--- src/hsd_pkg.sv ---
package hsd_pkg;
  // ****************************************************
  // register map
  // ****************************************************
  localparam logic [7:0] HSD_REG_CTRL_STATUS = 8'h43; // printed index
  localparam logic [7:0] HSD_REG_IRQ_STATUS = 8'h50;
  localparam logic [7:0] HSD_REG_IRQ_MASK = 8'h51;
  localparam logic [7:0] HSD_CTRL_RESET = 8'h00;

  // field positions within the control and status register
  localparam int HSD_BIT_ENABLE = 7;
  localparam int HSD_RES_LSB = 5;
  localparam int HSD_INS_LSB = 2;
  localparam int HSD_BTN_LSB = 0;

  // detection result codes
  localparam logic [1:0] HSD_RES_NONE = 2'h0;
  localparam logic [1:0] HSD_RES_NO_MIC = 2'h1;
  localparam logic [1:0] HSD_RES_MIC = 2'h3;

  // interrupt status bits
  localparam int HSD_IRQ_INSERT = 0;
  localparam int HSD_IRQ_BUTTON = 1;
  localparam int HSD_IRQ_W = 2;

  // ****************************************************
  // timing
  // ****************************************************
  localparam int HSD_CLK_HZ = 125_000_000;
  localparam int HSD_REF_HZ = 1_000_000;
  localparam int HSD_US_PER_MS = 1000;
  localparam int HSD_SAMPLES = 8; // samples per interval
  localparam int HSD_INS_BASE_MS = 2;
  localparam int HSD_BTN_BASE_MS = 1;
  localparam logic [2:0] HSD_INS_MAX_CODE = 3'h5;
  localparam int HSD_US_TICKS = HSD_REF_HZ / 1_000_000 * HSD_US_PER_MS;
endpackage

--- src/hsd_debounce.sv ---
`timescale 1ns/1ps
// ****************************************************
// one debounce channel: sample on ticks, accept after
// a run of equal samples
// ****************************************************
module hsd_debounce #(
  parameter int W = 2,
  parameter int RUN = 8
) (
  input wire logic clk_i,
  input wire logic sys_rst_i,
  input wire logic clear_i,
  input wire logic sample_i,
  input wire logic bypass_i,
  input wire logic [W-1:0] raw_i,
  output logic [W-1:0] stable_o,
  output logic change_o
);
  logic [W-1:0] last_reg;
  logic [W-1:0] stable_reg;
  logic [3:0] run_reg;
  logic change_reg;

  assign stable_o = stable_reg;
  assign change_o = change_reg;

  // sample tracker; a differing sample restarts the run
  // equal run accepted
  always_ff @(posedge clk_i)
  begin
    change_reg <= 1'b0;
    if (sys_rst_i || clear_i)
    begin
      last_reg <= '0;
      stable_reg <= '0;
      run_reg <= '0;
    end
    else if (bypass_i)
    begin
      if (raw_i != stable_reg)
        change_reg <= 1'b1;
      stable_reg <= raw_i;
      last_reg <= raw_i;
      run_reg <= '0;
    end
    else if (sample_i)
    begin
      last_reg <= raw_i;
      if (raw_i != last_reg)
        run_reg <= 4'd1;
      else if (run_reg < 4'(RUN - 1))
        run_reg <= run_reg + 4'd1;
      else if (raw_i != stable_reg)
      begin
        stable_reg <= raw_i;
        change_reg <= 1'b1;
      end
    end
  end
endmodule

--- src/hsd_top.sv ---
// Design decision made here: the Avalon-MM register port.
`timescale 1ns/1ps
// What this block does
// - Detection runs only while the enable bit is one.
// - The result reads 01 without microphone, 11 with, never 10.
// - The result reads 00 when no headset is present.
// - Insertion debounce codes 0-5 give 16..512 ms sampled at 2..64 ms.
// - Button debounce codes give none, 8, 16 or 32 ms at 1, 2, 4 ms.
// - All intervals are counted from a 1 MHz reference tick.
module hsd_top (
  input wire logic clk_i,
  input wire logic sys_rst_i,
  input wire logic ref_tick_i,
  input wire logic jack_present_i,
  input wire logic mic_present_i,
  input wire logic button_i,
  input wire logic [7:0] avs_address,
  input wire logic avs_read,
  input wire logic avs_write,
  input wire logic [31:0] avs_writedata,
  output logic [31:0] avs_readdata,
  output logic avs_waitrequest,
  output logic button_o,
  output logic irq_o
);
  // ****************************************************
  // pin synchronisers
  // ****************************************************
  logic [3:0] sync1_reg;
  logic [3:0] sync2_reg;
  always_ff @(posedge clk_i)
  begin
    if (sys_rst_i)
    begin
      sync1_reg <= '0;
      sync2_reg <= '0;
    end
    else
    begin
      sync1_reg <= {ref_tick_i, button_i, mic_present_i, jack_present_i};
      sync2_reg <= sync1_reg;
    end
  end

  // ****************************************************
  // registers
  // ****************************************************
  localparam int HSD_IRQ_W = hsd_pkg::HSD_IRQ_W;

  logic enable_reg;
  logic [2:0] ins_sel_reg;
  logic [1:0] btn_sel_reg;
  logic [HSD_IRQ_W-1:0] irq_stat_reg;
  logic [HSD_IRQ_W-1:0] irq_mask_reg;
  logic [HSD_IRQ_W-1:0] irq_event;
  logic [1:0] result;
  logic ack_reg;
  logic wr_en;
  logic [7:0] wd;
  // one wait cycle per access, then answer
  assign avs_waitrequest = (avs_read || avs_write) && !ack_reg;
  assign wr_en = avs_write && ack_reg;
  assign wd = avs_writedata[7:0];

  always_ff @(posedge clk_i)
  begin
    if (sys_rst_i)
      ack_reg <= 1'b0;
    else
      ack_reg <= (avs_read || avs_write) && !ack_reg;
  end

  // control fields
  always_ff @(posedge clk_i)
  begin
    if (sys_rst_i)
    begin
      enable_reg <= hsd_pkg::HSD_CTRL_RESET[hsd_pkg::HSD_BIT_ENABLE];
      ins_sel_reg <= hsd_pkg::HSD_CTRL_RESET[hsd_pkg::HSD_INS_LSB +: 3];
      btn_sel_reg <= hsd_pkg::HSD_CTRL_RESET[hsd_pkg::HSD_BTN_LSB +: 2];
      irq_mask_reg <= '0;
    end
    else if (wr_en)
    begin
      if (avs_address == hsd_pkg::HSD_REG_CTRL_STATUS)
      begin
        enable_reg <= wd[hsd_pkg::HSD_BIT_ENABLE];
        ins_sel_reg <= wd[hsd_pkg::HSD_INS_LSB +: 3];
        btn_sel_reg <= wd[hsd_pkg::HSD_BTN_LSB +: 2];
      end
      if (avs_address == hsd_pkg::HSD_REG_IRQ_MASK)
        irq_mask_reg <= wd[HSD_IRQ_W-1:0];
    end
  end

  // sticky status; a new event beats a write-one clear
  always_ff @(posedge clk_i)
  begin
    if (sys_rst_i)
      irq_stat_reg <= '0;
    else if (wr_en && avs_address == hsd_pkg::HSD_REG_IRQ_STATUS)
      irq_stat_reg <= (irq_stat_reg & ~wd[HSD_IRQ_W-1:0]) | irq_event;
    else
      irq_stat_reg <= irq_stat_reg | irq_event;
  end

  assign irq_o = |(irq_stat_reg & irq_mask_reg);

  // read data, registered; unmapped reads zero
  always_ff @(posedge clk_i)
  begin
    if (sys_rst_i)
      avs_readdata <= '0;
    else if (avs_read && !ack_reg)
    begin
      case (avs_address)
        hsd_pkg::HSD_REG_CTRL_STATUS:
          avs_readdata <= {24'h00_0000, enable_reg, result, ins_sel_reg,
            btn_sel_reg};
        hsd_pkg::HSD_REG_IRQ_STATUS:
          avs_readdata <= {30'h0000_0000, irq_stat_reg};
        hsd_pkg::HSD_REG_IRQ_MASK:
          avs_readdata <= {30'h0000_0000, irq_mask_reg};
        default:
          avs_readdata <= '0;
      endcase
    end
  end

  // ****************************************************
  // millisecond time base
  // ****************************************************
  logic tick_d_reg;
  logic us_tick;
  logic [9:0] us_cnt_reg;
  logic [5:0] ms_cnt_reg;
  logic ms_pulse_reg;
  logic [5:0] ins_div;
  logic [5:0] btn_div;
  logic ins_sample;
  logic btn_sample;

  assign us_tick = sync2_reg[3] && !tick_d_reg;

  always_ff @(posedge clk_i)
  begin
    if (sys_rst_i)
    begin
      tick_d_reg <= 1'b0;
      us_cnt_reg <= '0;
      ms_pulse_reg <= 1'b0;
      ms_cnt_reg <= '0;
    end
    else
    begin
      tick_d_reg <= sync2_reg[3];
      ms_pulse_reg <= 1'b0;
      if (us_tick)
      begin
        if (us_cnt_reg == 10'(hsd_pkg::HSD_US_TICKS - 1))
        begin
          us_cnt_reg <= '0;
          ms_pulse_reg <= 1'b1;
        end
        else
          us_cnt_reg <= us_cnt_reg + 10'd1;
      end
      if (ms_pulse_reg)
        ms_cnt_reg <= ms_cnt_reg + 6'd1;
    end
  end

  // sample period 2 ms shifted by code
  assign ins_div = 6'(hsd_pkg::HSD_INS_BASE_MS) << ins_sel_reg;
  // sample period 1 ms shifted by code minus one
  assign btn_div = 6'(hsd_pkg::HSD_BTN_BASE_MS) << (btn_sel_reg - 2'd1);
  assign ins_sample = ms_pulse_reg &&
    ((ms_cnt_reg & (ins_div - 6'd1)) == '0);
  assign btn_sample = ms_pulse_reg &&
    ((ms_cnt_reg & (btn_div - 6'd1)) == '0);

  // ****************************************************
  // debounce channels
  // ****************************************************
  logic [1:0] ins_stable;
  logic ins_change;
  logic btn_stable;
  logic btn_change;
  logic ins_ok;

  // reserved codes hold the filter idle
  assign ins_ok = ins_sel_reg <= hsd_pkg::HSD_INS_MAX_CODE;

  // disabled clears and freezes the filters
  hsd_debounce #(
    .W(2),
    .RUN(hsd_pkg::HSD_SAMPLES)
  ) u_ins (
    .clk_i(clk_i),
    .sys_rst_i(sys_rst_i),
    .clear_i(!enable_reg),
    .sample_i(ins_sample && ins_ok),
    .bypass_i(1'b0),
    .raw_i(sync2_reg[1:0]),
    .stable_o(ins_stable),
    .change_o(ins_change)
  );

  // code zero passes the button straight through
  hsd_debounce #(
    .W(1),
    .RUN(hsd_pkg::HSD_SAMPLES)
  ) u_btn (
    .clk_i(clk_i),
    .sys_rst_i(sys_rst_i),
    .clear_i(!enable_reg),
    .sample_i(btn_sample),
    .bypass_i(btn_sel_reg == 2'd0),
    .raw_i(sync2_reg[2]),
    .stable_o(btn_stable),
    .change_o(btn_change)
  );

  // mic without jack reads as no headset, so 10 never shows
  assign result = !ins_stable[0] ? hsd_pkg::HSD_RES_NONE :
    (ins_stable[1] ? hsd_pkg::HSD_RES_MIC : hsd_pkg::HSD_RES_NO_MIC);

  assign irq_event = {btn_change, ins_change};
  assign button_o = btn_stable;
endmodule

--- config.mk ---
export PLATFORM = sky130hd
export DESIGN_NAME = hsd_top
export DESIGN_NICKNAME = d
export VERILOG_FILES = /design/src/hsd_pkg.sv /design/src/hsd_debounce.sv /design/src/hsd_top.sv
export SDC_FILE = /design/constraint.sdc
export NUM_CORES = 1
export LEC_CHECK = 0
export BUFFER_PORTS_ARGS = -buffer_cell sky130_fd_sc_hd__buf_2
export CAP_MARGIN = 0
export CORE_UTILIZATION = 54
export CTS_BUF_LIST = sky130_fd_sc_hd__clkbuf_2 sky130_fd_sc_hd__clkbuf_4 sky130_fd_sc_hd__clkbuf_8
export DETAILED_ROUTE_END_ITERATION = 10
export GPL_TIMING_DRIVEN = 1
export HOLD_SLACK_MARGIN = 0.03
export PLACE_DENSITY = 0.89
export SLEW_MARGIN = 15
export SYNTH_ARGS = -nofsm -noshare
export SYNTH_HDL_FRONTEND = slang
export SYNTH_SLANG_ARGS = --single-unit
--- constraint.sdc ---
create_clock -name clk_i -period 2.3 [get_ports clk_i]
set_clock_uncertainty 0.1 [all_clocks]
set_input_delay 0 -clock clk_i [delete_from_list [all_inputs] [get_ports clk_i]]
set_output_delay 0 -clock clk_i [all_outputs]
set_load 0.05 [all_outputs]
==> results by group <==
Status
  – Status: finished, violations left
  – Violated checks: design-rule violations

Timing
  – Max-slew violations: 0
  – RSZ-0062 raised after global routing: false
  – Least-Margin Pin Slew: between 0.6 and 0.7 ns
  – Final period utilization: 82.28%
  – Achievable clock frequency: 528.4 MHz
  – TNS Setup: 0 ns
  – Final WS setup: 0.4074 ns
  – Final Setup Violations: 0
  – Fin Hold WS: ~0.049 ns
  – Hold Vio Cnt, Final: 0
  – Worst slew margin: 57.21%
  – Tmin final: 1.893 ns

Hold path
  – HP Start: avs_address[7]
  – Hold Path Class: primary input to register

Floorplanning
  – Initial Utilization: 56.25%
  – Io pins: 83
  – Core Rows: 26
  – Chip height: 74.94 µm
  – Core area: 0.005107 mm²
  – Die W: 74.94 µm
  – DIE AREA: 0.005615 mm²

Clock network
  – CTS tree: done
  – Worst-case clock buffer depth: 2
  – CTS clk-pin slew, worst paths: approximately 0.06 ns
  – CTS root buffer: clkbuf_8
  – H-tree levels: 3
  – CTS Hold Bufs: 17
  – Postcts setup bufs: 0
  – Total CTS buffers: 9
  – Clock sinks: approximately 60
  – Clk Latency, worst-skew pair: ~0.34 ns
  – Post-CTS sizing: 0

Synth
  – Post-synth EDFFs: 0
  – Post-Synth Adder-Cell Area: under 10%
  – Xor and xnor area share after synthesis: 6.098%
  – Ys Warns: 0
  – Seq/Total Area, Yosys: a little over two fifths
  – Synthesized cell area: between 0.002 and 0.003 mm²
  – Simple-gate portion of the synthesized area: around a fifth
  – Main combinational cell family by area after synthesis: simple AND/OR/NAND/NOR gates
  – Synth Area in Compound Gates: 12.76%
  – Top-area cell type share of the netlist area: 42.51%
  – Unique cell type count in the Yosys netlist: just under 50
  – Post-Syn Instances: a little over 300
  – Dominant cell type by area after synthesis: dfxtp_1
  – Asr flop ratio synth: 0%
  – Leading post-synthesis cells by cell area: dfxtp_1 (43%), buf_4 (6.3%), nor2_1 (5.1%), mux2i_1 (4.9%), ha_1 (3.5%)
  – FF+latch count, synth: 61
  – Synth Area per Inst: ~9.2 µm²
  – Post-synthesis mux area share: approximately 4.9%
  – Primary FF master, synth: dfxtp_1

Pwr
  – VDD IR max: ~0.57 mV
  – Leak: between 1 and 1.5 nW
  – Pwr dens: 657.2 mW/mm²
  – Tot Pwr: 2.212 mW

Placed design
  – Pre-CTS setup slack: 0.4002 ns
  – Port Buffer Count: 32
  – HPWL Detailed: 3871 µm
  – Final GP Congestion: between 0.8 and 0.9
  – Placed insts: ~400
  – Area after DPL: between 0.002 and 0.003 mm²

Global route
  – Largest net degree at the start of global routing: 29
  – Initial antenna violation count: 0
  – GRT Util Overall: roughly a quarter
  – Total grt overflow: 0
  – Vias in the first global route: 2252
  – First-pass GRT wire length: just under 10000 µm

Flow run
  – Max_cap viols: 0

Finish
  – Ant diodes: 0
  – Share of layout cells above drive strength 1: 14.75%
  – Final nets: 418
  – Final core occ: about 66%
  – Max FFs per register: 10
  – Post-Layout Cell Count: between 400 and 500
  – Layout area overhead: 17.16%
  – Post-route cell area: 0.003366 mm²

Route
  – DR WL/cell: 13.69 µm
  – TritonRoute pass-1 iters: 7
  – Post-Route WL: ~6000 µm
  – Number of DRC markers in iteration 0: 131
  – Routed vias: about 2.4k
  – Vias per Instance: approximately 5.5
  – Post-route DRC: 1
  – ANT nets after route: 0

Critical path
  – Crit path max fanout: 9
  – Worst path required time: between 2 and 2.5 ns
  – Setup crit start: ms_cnt_reg[3]
  – Crit. End Element: register
  – Critical path arrival: 2.03 ns
  – CP Launch Type: register
  – Worst setup path category: register to register
  – Launch point of the worst reg-to-reg path: ms_cnt_reg[3]
==> cells in the final DEF, fill, tap and decap left out, drive strengths merged, types with 3 or more instances in the layout <==
cell          n
a211oi        4
a21oi        12
a22oi         7
a31oi         3
and4b         3
buf          34
clkbuf       11
conb         24
dfxtp        61
dlygate4sd3  17
ha            8
inv           7
mux2i        14
nand2        15
nand2b        6
nand3         5
nand4         8
nor2         39
nor2b        11
nor3          7
nor3b         3
nor4          7
o21ai         6
o22ai         3
xnor2         9
xor2         11
==> cell families after synthesis <==
group,count (synthesis)
AO/OA/AOI/OAI,53
XOR/XNOR,20
adder cells (fa/ha/maj),8
buffers and inverters,41
flip-flops,61
multiplexers,14
other,1
AND/OR/NAND/NOR,113
==> layout make-up <==
class	instances	area (µm²)
tap	70	87.58
timing repair buffer	51	345.3
multi-input combinational	232	1486
clock buffer	11	151.4
fill	406	1742
clock inverter	4	47.55
inverter	7	26.28
sequential	61	1221
==> report_power, final <==
group	total, mW	switching [mW]	internal, mW
clock network	0.955	0.406	0.549
logic	0.184	0.135	0.0484
registers	1.07	0.00730	1.07
total	2.21	0.548	1.66
==> Yosys cell counts, types with 4 or more instances <==
| library cell | instances |
|---|---|
| nor4_1 | 4 |
| a22oi_1 | 7 |
| buf_4 | 24 |
| nand2_1 | 15 |
| xor2_1 | 11 |
| inv_1 | 7 |
| dfxtp_1 | 61 |
| o21ai_0 | 5 |
| nand4_1 | 8 |
| clkbuf_1 | 5 |
| a211oi_1 | 4 |
| a21oi_1 | 12 |
| nor2b_1 | 11 |
| ha_1 | 8 |
| nand3_1 | 5 |
| xnor2_1 | 9 |
| buf_1 | 4 |
| nor2_1 | 39 |
| mux2i_1 | 14 |
| nand2b_1 | 6 |
| nor3_1 | 7 |
==> final timing paths <==
| path | end | slack, ns | depth (start not counted) |
|---|---|---|---|
| setup reg to reg | u_ins.run_reg[3] | 0.41 | 4 |
| setup / recovery | u_ins.run_reg[3] | 0.41 | 4 |
| hold / removal | irq_mask_reg[0] | 0.05 | 4 |
| hold reg to reg | sync2_reg[2] | 0.34 | 1 |
==> per-layer routing <==
layer  track usage [%]  wire (µm)  share of wire, %  vias to the layer above
met5                 0          0                 0                        -
met4             13.00        205               3.4                        0
met3             8.835        269               4.5                       18
met2             41.84       3045                51                       77
met1             25.51       2447                41                     1139
li1                  -          -                 -                     1153
==> critical path, stage by stage (launching register included) <==
cell and delay, ns:
dfxtp_1 0.40, a211o_1 0.30, o21ai_1 0.49, nand3_1 0.15, a221oi_1 0.34
Note: power is estimated with default switching activity, not from simulation.
